`src/rtl/fpwm_cfg.svh`:
```
// Purpose: named offsets, field positions, reset values and timing figures of the fan block
// Assumes: 8-bit register port, 125 MHz clock
// Notes:   definitions only
`ifndef FPWM_CFG_SVH
`define FPWM_CFG_SVH

// ****************************************
// register offsets
// ****************************************
`define FPWM_OFS_CTRL_FIRST    8'h62
`define FPWM_OFS_CTRL_SECOND   8'h63
`define FPWM_OFS_FLOOR_1       8'h64
`define FPWM_OFS_FLOOR_2       8'h65
`define FPWM_OFS_FLOOR_3       8'h66
`define FPWM_OFS_DUTY_RB_1     8'he0
`define FPWM_OFS_DUTY_RB_2     8'he1
`define FPWM_OFS_DUTY_RB_3     8'he2

// ****************************************
// field positions
// ****************************************
`define FPWM_F1_RATE_LSB       0
`define FPWM_F1_SLEW_BIT       3
`define FPWM_F1_SYNC_BIT       4
`define FPWM_F1_KEEP1_BIT      5
`define FPWM_F1_KEEP2_BIT      6
`define FPWM_F1_KEEP3_BIT      7
`define FPWM_F2_RATE3_LSB      0
`define FPWM_F2_SLEW3_BIT      3
`define FPWM_F2_RATE2_LSB      4
`define FPWM_F2_SLEW2_BIT      7

// ****************************************
// reset values and duty figures
// ****************************************
`define FPWM_CTRL_RST          8'h00
`define FPWM_FLOOR_RST         8'h80
`define FPWM_DUTY_OFF          8'h00
`define FPWM_PWM_TOP           8'hfe

// ****************************************
// ramp increments per time slot, codes 0 to 7
// ****************************************
`define FPWM_INC_0             8'h01
`define FPWM_INC_1             8'h02
`define FPWM_INC_2             8'h03
`define FPWM_INC_3             8'h05
`define FPWM_INC_4             8'h08
`define FPWM_INC_5             8'h0c
`define FPWM_INC_6             8'h18
`define FPWM_INC_7             8'h30

// ****************************************
// timing
// ****************************************
`define FPWM_CLK_MHZ           125
`define FPWM_SLOT_US           205000
`define FPWM_PWM_PRESCALE      17

`endif

```
`src/rtl/fpwm_pkg.sv`:
```
// Purpose: shared types of the fan block
// Assumes: nothing
// Notes:   numbers live in fpwm_cfg.svh
package fpwm_pkg;
   typedef logic [7:0] fpwm_duty_t;
   typedef logic [2:0] fpwm_rate_t;
   typedef enum logic [1:0] {FPWM_HOLD, FPWM_UP, FPWM_DOWN} fpwm_dir_t;
endpackage

```
`src/rtl/fpwm_chan.sv`:
```
// Purpose: one fan channel: duty slewing toward a target and the pwm comparator
// Assumes: period_start and slot_tick are one-cycle enables from the top
// Notes:   duty 0xff is full on because the counter never reaches 0xff
`timescale 1ns/1ns
`include "fpwm_cfg.svh"
module fpwm_chan
   import fpwm_pkg::*;
(
   input  wire  logic       clock,
   input  wire  logic       rst,
   input  wire  logic       slot_tick,
   input  wire  logic       period_start,
   input  wire  logic       slew_on,
   input  wire  fpwm_rate_t rate_sel,
   input  wire  fpwm_duty_t target,
   input  wire  fpwm_duty_t pwm_cnt,
   output       fpwm_duty_t duty,
   output       logic       drive
);

   fpwm_duty_t duty_reg;
   fpwm_duty_t duty_next;
   logic       drive_reg;
   logic       drive_next;
   fpwm_duty_t inc;
   fpwm_dir_t  dir;

   function automatic fpwm_duty_t rate_inc(input fpwm_rate_t code);
      unique case (code)
         3'h0: rate_inc = `FPWM_INC_0;
         3'h1: rate_inc = `FPWM_INC_1;
         3'h2: rate_inc = `FPWM_INC_2;
         3'h3: rate_inc = `FPWM_INC_3;
         3'h4: rate_inc = `FPWM_INC_4;
         3'h5: rate_inc = `FPWM_INC_5;
         3'h6: rate_inc = `FPWM_INC_6;
         3'h7: rate_inc = `FPWM_INC_7;
      endcase
   endfunction

   always_comb begin
      inc       = rate_inc(rate_sel);
      dir       = (target > duty_reg) ? FPWM_UP : (target < duty_reg) ? FPWM_DOWN : FPWM_HOLD;
      duty_next = duty_reg;
      if (slew_on) begin
         if (slot_tick) begin
            // one step per slot, clamped so the target is met exactly
            unique case (dir)
               FPWM_UP:   duty_next = (8'(target - duty_reg) <= inc) ? target
                                      : 8'(duty_reg + inc);
               FPWM_DOWN: duty_next = (8'(duty_reg - target) <= inc) ? target
                                      : 8'(duty_reg - inc);
               FPWM_HOLD: duty_next = duty_reg;
            endcase
         end
      end else if (period_start) begin
         duty_next = target;
      end
      drive_next = (pwm_cnt < duty_reg);
   end

   always_ff @(posedge clock or posedge rst) begin
      if (rst) begin
         duty_reg  <= `FPWM_DUTY_OFF;
         drive_reg <= 1'b0;
      end else begin
         duty_reg  <= duty_next;
         drive_reg <= drive_next;
      end
   end

   assign duty  = duty_reg;
   assign drive = drive_reg;

endmodule

```
`src/rtl/fpwm_top.sv`:
```
// Purpose: acoustic stage of a three-output fan pwm controller: slewing, floors, tach sync
// Assumes: target duties and below-threshold flags come from the temperature loop outside
// Notes:   register port with read data one cycle after the read strobe
//
// Operation
// - channel 2 slews toward each new target at rate from second control bits 6:4.
// - rate codes 0..7 give slot increments 1,2,3,5,8,12,24,48.
// - channel 3 rate comes from second control bits 2:0, same mapping.
// - second control bit 3 enables slewing on channel 3.
// - second control bit 7 enables slewing on channel 2.
// - first control bit 3 enables slewing on channel 1.
// - channel 1 rate comes from first control bits 2:0, same mapping.
// - first control bit 4 set syncs sense inputs 2, 3 and 4 to channel 3.
// - with that bit clear only sense inputs 3 and 4 sync to channel 3.
// - auto mode below threshold: channel 1 off, or its floor if first bit 5.
// - auto mode below threshold: channel 2 off, or its floor if first bit 6.
// - auto mode below threshold: channel 3 off, or its floor if first bit 7.
// - floor value maps linearly to duty, 0x00 off through 0xff full.
// - floor registers ignore writes while auto mode is on.
// - control registers reset to 0x00, floor registers to 0x80.
// - auto mode above threshold: fan runs at floor, rising with temperature.
//
// Local design decision: strobed register access.
`timescale 1ns/1ns
`include "fpwm_cfg.svh"
module fpwm_top
   import fpwm_pkg::*;
#(
   parameter int SLOT_CYCLES  = `FPWM_SLOT_US * `FPWM_CLK_MHZ,
   parameter int PWM_PRESCALE = `FPWM_PWM_PRESCALE
)
(
   input  wire  logic       clock,
   input  wire  logic       rst,
   input  wire  logic [7:0] reg_addr,
   input  wire  logic [7:0] reg_wdata,
   input  wire  logic       reg_wr,
   input  wire  logic       reg_rd,
   output       logic [7:0] reg_rdata,
   input  wire  logic       auto_mode,
   input  wire  fpwm_duty_t target_duty_1,
   input  wire  fpwm_duty_t target_duty_2,
   input  wire  fpwm_duty_t target_duty_3,
   input  wire  logic       below_floor_1,
   input  wire  logic       below_floor_2,
   input  wire  logic       below_floor_3,
   output       logic       fan_drive_1,
   output       logic       fan_drive_2,
   output       logic       fan_drive_3,
   output       logic       sense_gate_2,
   output       logic       sense_gate_3,
   output       logic       sense_gate_4,
   output       logic       sense_sync_2
);

   // ****************************************
   // elaboration checks
   // ****************************************
   generate
      if (SLOT_CYCLES < 1) begin : g_bad_slot
         $error("SLOT_CYCLES must be at least one");
      end
      if (PWM_PRESCALE < 1) begin : g_bad_pre
         $error("PWM_PRESCALE must be at least one");
      end
   endgenerate

   localparam int SLOT_W = $clog2(SLOT_CYCLES + 1);
   localparam int PRE_W  = $clog2(PWM_PRESCALE + 1);

   // ****************************************
   // register file
   // ****************************************
   logic [7:0]   ctrl_first_reg;
   logic [7:0]   ctrl_first_next;
   logic [7:0]   ctrl_second_reg;
   logic [7:0]   ctrl_second_next;
   fpwm_duty_t   floor_reg [3];
   fpwm_duty_t   floor_next [3];
   logic [7:0]   rdata_reg;
   logic [7:0]   rdata_next;
   fpwm_duty_t   duty_now [3];

   always_comb begin
      ctrl_first_next  = ctrl_first_reg;
      ctrl_second_next = ctrl_second_reg;
      floor_next       = floor_reg;
      if (reg_wr) begin
         unique case (reg_addr)
            `FPWM_OFS_CTRL_FIRST:  ctrl_first_next  = reg_wdata;
            `FPWM_OFS_CTRL_SECOND: ctrl_second_next = reg_wdata;
            // the loop owns the floors in auto mode, so software cannot disturb them
            `FPWM_OFS_FLOOR_1:     if (!auto_mode) floor_next[0] = reg_wdata;
            `FPWM_OFS_FLOOR_2:     if (!auto_mode) floor_next[1] = reg_wdata;
            `FPWM_OFS_FLOOR_3:     if (!auto_mode) floor_next[2] = reg_wdata;
            default:               ;
         endcase
      end
      rdata_next = 8'h00;
      if (reg_rd) begin
         unique case (reg_addr)
            `FPWM_OFS_CTRL_FIRST:  rdata_next = ctrl_first_reg;
            `FPWM_OFS_CTRL_SECOND: rdata_next = ctrl_second_reg;
            `FPWM_OFS_FLOOR_1:     rdata_next = floor_reg[0];
            `FPWM_OFS_FLOOR_2:     rdata_next = floor_reg[1];
            `FPWM_OFS_FLOOR_3:     rdata_next = floor_reg[2];
            `FPWM_OFS_DUTY_RB_1:   rdata_next = duty_now[0];
            `FPWM_OFS_DUTY_RB_2:   rdata_next = duty_now[1];
            `FPWM_OFS_DUTY_RB_3:   rdata_next = duty_now[2];
            default:               rdata_next = 8'h00;
         endcase
      end
   end

   always_ff @(posedge clock or posedge rst) begin
      if (rst) begin
         ctrl_first_reg  <= `FPWM_CTRL_RST;
         ctrl_second_reg <= `FPWM_CTRL_RST;
         floor_reg[0]    <= `FPWM_FLOOR_RST;
         floor_reg[1]    <= `FPWM_FLOOR_RST;
         floor_reg[2]    <= `FPWM_FLOOR_RST;
         rdata_reg       <= 8'h00;
      end else begin
         ctrl_first_reg  <= ctrl_first_next;
         ctrl_second_reg <= ctrl_second_next;
         floor_reg       <= floor_next;
         rdata_reg       <= rdata_next;
      end
   end

   assign reg_rdata = rdata_reg;

   // ****************************************
   // field decode
   // ****************************************
   logic       slew_on_ch1;
   logic       slew_on_ch2;
   logic       slew_on_ch3;
   fpwm_rate_t slew_rate_sel_1;
   fpwm_rate_t slew_rate_sel_2;
   fpwm_rate_t slew_rate_sel_3;
   logic       floor_keep_ch1;
   logic       floor_keep_ch2;
   logic       floor_keep_ch3;
   logic       sense_sync_all;

   assign slew_on_ch1     = ctrl_first_reg[`FPWM_F1_SLEW_BIT];
   assign slew_on_ch2     = ctrl_second_reg[`FPWM_F2_SLEW2_BIT];
   assign slew_on_ch3     = ctrl_second_reg[`FPWM_F2_SLEW3_BIT];
   assign slew_rate_sel_1 = ctrl_first_reg[`FPWM_F1_RATE_LSB +: 3];
   assign slew_rate_sel_2 = ctrl_second_reg[`FPWM_F2_RATE2_LSB +: 3];
   assign slew_rate_sel_3 = ctrl_second_reg[`FPWM_F2_RATE3_LSB +: 3];
   assign floor_keep_ch1  = ctrl_first_reg[`FPWM_F1_KEEP1_BIT];
   assign floor_keep_ch2  = ctrl_first_reg[`FPWM_F1_KEEP2_BIT];
   assign floor_keep_ch3  = ctrl_first_reg[`FPWM_F1_KEEP3_BIT];
   assign sense_sync_all  = ctrl_first_reg[`FPWM_F1_SYNC_BIT];

   // ****************************************
   // timebase: pwm counter and ramp time slot
   // ****************************************
   logic [PRE_W-1:0]  pre_reg;
   logic [PRE_W-1:0]  pre_next;
   fpwm_duty_t        cnt_reg;
   fpwm_duty_t        cnt_next;
   logic              start_reg;
   logic              start_next;
   logic [SLOT_W-1:0] slot_reg;
   logic [SLOT_W-1:0] slot_next;
   logic              slot_tick_reg;
   logic              slot_tick_next;

   always_comb begin
      pre_next   = pre_reg;
      cnt_next   = cnt_reg;
      start_next = 1'b0;
      if (pre_reg == PRE_W'(PWM_PRESCALE - 1)) begin
         pre_next = '0;
         // period is 255 counts so that duty 0xff means always on
         if (cnt_reg == `FPWM_PWM_TOP) begin
            cnt_next   = `FPWM_DUTY_OFF;
            start_next = 1'b1;
         end else begin
            cnt_next = 8'(cnt_reg + 8'h01);
         end
      end else begin
         pre_next = PRE_W'(pre_reg + 1'b1);
      end
      slot_tick_next = 1'b0;
      if (slot_reg == SLOT_W'(SLOT_CYCLES - 1)) begin
         slot_next      = '0;
         slot_tick_next = 1'b1;
      end else begin
         slot_next = SLOT_W'(slot_reg + 1'b1);
      end
   end

   always_ff @(posedge clock or posedge rst) begin
      if (rst) begin
         pre_reg       <= '0;
         cnt_reg       <= `FPWM_DUTY_OFF;
         start_reg     <= 1'b0;
         slot_reg      <= '0;
         slot_tick_reg <= 1'b0;
      end else begin
         pre_reg       <= pre_next;
         cnt_reg       <= cnt_next;
         start_reg     <= start_next;
         slot_reg      <= slot_next;
         slot_tick_reg <= slot_tick_next;
      end
   end

   // ****************************************
   // target selection per channel
   // ****************************************
   fpwm_duty_t target_in [3];
   logic       below_in [3];
   logic       keep_in [3];
   logic       slew_in [3];
   fpwm_rate_t rate_in [3];
   fpwm_duty_t target_eff [3];
   logic       drive_now [3];

   assign target_in = '{target_duty_1, target_duty_2, target_duty_3};
   assign below_in  = '{below_floor_1, below_floor_2, below_floor_3};
   assign keep_in   = '{floor_keep_ch1, floor_keep_ch2, floor_keep_ch3};
   assign slew_in   = '{slew_on_ch1, slew_on_ch2, slew_on_ch3};
   assign rate_in   = '{slew_rate_sel_1, slew_rate_sel_2, slew_rate_sel_3};

   generate
      for (genvar i = 0; i < 3; i++) begin : g_ch
         always_comb begin
            if (!auto_mode) begin
               target_eff[i] = target_in[i];
            end else if (below_in[i]) begin
               // off or parked at the floor under threshold minus hysteresis
               target_eff[i] = keep_in[i] ? floor_reg[i] : `FPWM_DUTY_OFF;
            end else begin
               // floor value is a linear duty code, so it compares directly
               target_eff[i] = (target_in[i] > floor_reg[i]) ? target_in[i]
                               : floor_reg[i];
            end
         end

         fpwm_chan u_chan (
            .clock        (clock),
            .rst          (rst),
            .slot_tick    (slot_tick_reg),
            .period_start (start_reg),
            .slew_on      (slew_in[i]),
            .rate_sel     (rate_in[i]),
            .target       (target_eff[i]),
            .pwm_cnt      (cnt_reg),
            .duty         (duty_now[i]),
            .drive        (drive_now[i])
         );
      end
   endgenerate

   assign fan_drive_1 = drive_now[0];
   assign fan_drive_2 = drive_now[1];
   assign fan_drive_3 = drive_now[2];

   // ****************************************
   // tach synchronisation to the third output
   // ****************************************
   // a gated sense input is measured only while the third drive is on;
   // the gate lags the drive by one clock, negligible against a tach edge
   logic gate_2_reg;
   logic gate_2_next;
   logic gate_3_reg;
   logic gate_3_next;
   logic gate_4_reg;
   logic gate_4_next;
   logic sync_2_reg;
   logic sync_2_next;

   always_comb begin
      sync_2_next = sense_sync_all;
      gate_2_next = sense_sync_all ? drive_now[2] : 1'b1;
      gate_3_next = drive_now[2];
      gate_4_next = drive_now[2];
   end

   always_ff @(posedge clock or posedge rst) begin
      if (rst) begin
         gate_2_reg <= 1'b1;
         gate_3_reg <= 1'b0;
         gate_4_reg <= 1'b0;
         sync_2_reg <= 1'b0;
      end else begin
         gate_2_reg <= gate_2_next;
         gate_3_reg <= gate_3_next;
         gate_4_reg <= gate_4_next;
         sync_2_reg <= sync_2_next;
      end
   end

   assign sense_gate_2 = gate_2_reg;
   assign sense_gate_3 = gate_3_reg;
   assign sense_gate_4 = gate_4_reg;
   assign sense_sync_2 = sync_2_reg;

endmodule

```
`config.mk`:
```
export PLATFORM = sky130hd
export DESIGN_NAME = fpwm_top
export DESIGN_NICKNAME = d
export VERILOG_FILES = /design/src/rtl/fpwm_pkg.sv /design/src/rtl/fpwm_chan.sv /design/src/rtl/fpwm_top.sv
export VERILOG_INCLUDE_DIRS = /design/src /design/src/rtl
export SDC_FILE = /design/constraint.sdc
export NUM_CORES = 1
export LEC_CHECK = 0
export ABC_CLOCK_PERIOD_IN_PS = 9900
export BUFFER_PORTS_ARGS = -buffer_cell sky130_fd_sc_hd__buf_2
export CORE_UTILIZATION = 45
export DETAILED_ROUTE_END_ITERATION = 7
export SETUP_SLACK_MARGIN = 0.02
export SYNTH_ARGS = -nofsm -noshare
export SYNTH_HDL_FRONTEND = slang
export SYNTH_SLANG_ARGS = --single-unit
```
`constraint.sdc`:
```
create_clock -name clock -period 9.9 [get_ports clock]
set_input_delay 1.485 -clock clock [delete_from_list [all_inputs] [get_ports clock]]
set_output_delay 1.485 -clock clock [all_outputs]
set_load 0.02 [all_outputs]
```
==> metrics.txt <==
ys async rst share=1.00; Post-CTS Setup Bufs=0; Die ar.=0.0282 mm2; Mapped Area=0.0124 mm2; share of cells above drive strength 1=0.103; vias in the first global route=10,700; die span in y=168 um; syn nets=1,719; VDD IR-drop max=0.115 mV; Slew @ Worst Pin=1250 ps; area grow syn2layout=9.63%; CTS Buffer Depth=2; first-pass GRT wire length=60,100 um; routability congestion estimate=0.953; syn avg cell area=8.25 um2; CP Max Fanout=11; flops & latches, synth=118; DR vias/cell=6.05; NumNets Final=1,755; TritonCTS Buffers=17; CP Launch Type=input port; Slowest-stage cell, CP=a21oi_1; Max-Cap Viols=0; f_max=140 MHz; Core Rows=60; Crit path required time=10,170 ps; period utilization=0.722; Placement Setup Slack=2340 ps; Seq/Total Area, Yosys=0.239; IO buf count=62; LEAKAGE=6.21 nW; Final min period=7150 ps; clk_skew=12.7 ps; TritonCTS clock tree=yes; Clk Latency, worst-skew pair=420 ps; Post-route DRC=0; Final ANT Viol Nets=0; cell mode on critical path=ha_1; final worst slack=2750 ps; Top-Level Pins=63; antenna violations before repair=1; Routed WL=37,700 um; Root Driver=clkbuf_16; initial core utilization=0.460; Max stage delay on crit path=650 ps; First-pass DRT Iterations=5; RSZ-0062 raised after global routing=no; Clock Sinks=118; ratio of total power to cell area=118 mW/mm2; max reg flops=25; per-cell routed wire length=19.9 um; Clk pin slew, worst setup/hold paths=60 ps; Hold Path Class=register to register; post_cts resized=0; Netlist cell types=77; via count=11,400; ys flop type=dfrtp_1; fin. max-slew vios=0; GRT Overall Usage=0.274; Syn Inst Count=1,501; Setup TNS Final=0 ps; status=finished, final reports clean; Final setup viols=0; final number of hold-violating endpoints=0; dpl hpwl=29,800 um; total congestion overflow=0; yosys warns=0; Post-synth EDFFs=0; Die W=168 um; Max-slew headroom=0.168; Starting DRT DRC Count=1,262; H-tree levels=4; Setup crit end kind=register; post-layout util=0.504; critical path arrival=7420 ps; pin count of the biggest net entering global routing=81; ANT cells=0; Crit Path Class=input port to register; Core Region=0.0270 mm2; hold_buf cts=0
==> path summary, 6_finish.rpt <==
check | startpoint | endpoint | slack, ps | depth (start not counted)
worst min register to register | g_ch[2].u_chan.drive | sense_gate_4 | 430 | 0
worst max register to register | floor_reg[23] | g_ch[0].u_chan.duty[3] | 3190 | 25
worst max-delay path | target_duty_1[7] | g_ch[0].u_chan.duty[3] | 2750 | 25
worst min-delay path | g_ch[2].u_chan.drive | sense_gate_4 | 430 | 0
max in group asynchronous | rst | floor_reg[8] | 7370 | 3
min in group asynchronous | rst | slot_reg[20] | 1080 | 2
==> layout by cell type, fill, tap and decap left out, types with 28 or more instances in the layout <==
cell type    n
nand2_1    118
mux2i_1     32
ha_1       161
nand3_1     48
mux2_2      32
a21oi_1    100
o21a_1      28
nor2_1      92
xnor2_1     59
o21ai_0     88
dfrtp_1    114
inv_1      143
buf_2       62
nand2b_1    29
==> cell families after synthesis <==
group | after synthesis | synth area share
AO/OA/AOI/OAI | 426 | 0.231
XOR/XNOR | 82 | 0.0580
buffers and inverters | 197 | 0.0601
AND/OR/NAND/NOR | 442 | 0.178
adder cells (fa/ha/maj) | 170 | 0.177
flip-flops | 118 | 0.239
multiplexers | 66 | 0.0571
==> final cells by class <==
class	instances	area (um2)
Timing Repair Buffer	68	355
Sequential cell	118	2960
Inverter	146	551
Clock inverter	13	149
Multi-Input combinational cell	1186	8700
Clock buffer	19	443
Tap cell	341	427
Fill cell	2642	13400
==> synth_stat cells, types with 4 or more instances <==
master	instances	area, um2
o31a_1	5	43.8
o22ai_1	10	62.6
a211oi_1	14	105
nand2b_1	29	181
o21ai_0	88	440
a22oi_1	21	158
o21bai_1	11	82.6
nand3_1	48	240
fa_1	9	180
nand2_1	118	443
inv_1	144	541
a21o_1	22	165
a41oi_1	4	35.0
or3_1	19	119
a21boi_0	9	67.6
a211o_1	6	52.6
nand4_1	27	169
mux2i_1	32	320
nor2_1	92	345
ha_1	161	2010
nor4b_1	5	43.8
o211ai_1	16	120
and2_1	8	50.1
nor2b_1	24	150
o31ai_1	7	52.6
and3_1	20	125
nor3_1	23	115
nor4_1	6	37.5
or2_2	8	50.1
and4_1	5	43.8
xnor2_1	59	517
xor2_1	23	201
a31oi_1	21	131
a22o_1	5	43.8
o21a_1	28	210
a21oi_1	100	500
o221ai_1	5	43.8
mux2_2	32	360
dfrtp_1	114	2850
a221oi_1	4	35.0
o2111a_1	4	45.0
dfstp_2	4	105
clkbuf_1	46	173
a2111oi_0	8	70.1
==> metrics by stage <==
step	instances	cell area, um2	total power [mW]	hold slack (ps)
2_1_floorplan	1501	12400	0.852	390
3_3_place_gp	1859	13000	0.968	387
3_5_place_dp	1859	13000	0.973	415
4_1_cts	1891	13600	1.60	427
5_1_grt	1891	13600	1.68	448
6_report	1891	13600	1.60	427
==> critical path: cells and delay by family <==
family	cells	cell delay (ps)
compound gates	10	2650
fa+ha+maj	3	810
mux	1	390
buf+inv	2	200
simple gates	8	1750
xor+xnor	1	130
==> power by group <==
group	total [mW]	internal, mW	switching (mW)
clock	0.622	0.380	0.243
combinational	0.464	0.187	0.277
sequential	0.511	0.492	0.0186
==> per-layer routing <==
layer | wire length, um | part of all wire | GRT usage
met4 | 799 | 0.021 | 0.0778
met2 | 16000 | 0.42 | 0.405
met1 | 18200 | 0.48 | 0.408
met3 | 2680 | 0.071 | 0.0440
met5 | 12 | 0.00032 | 0
(Power assumes the default switching activity.)
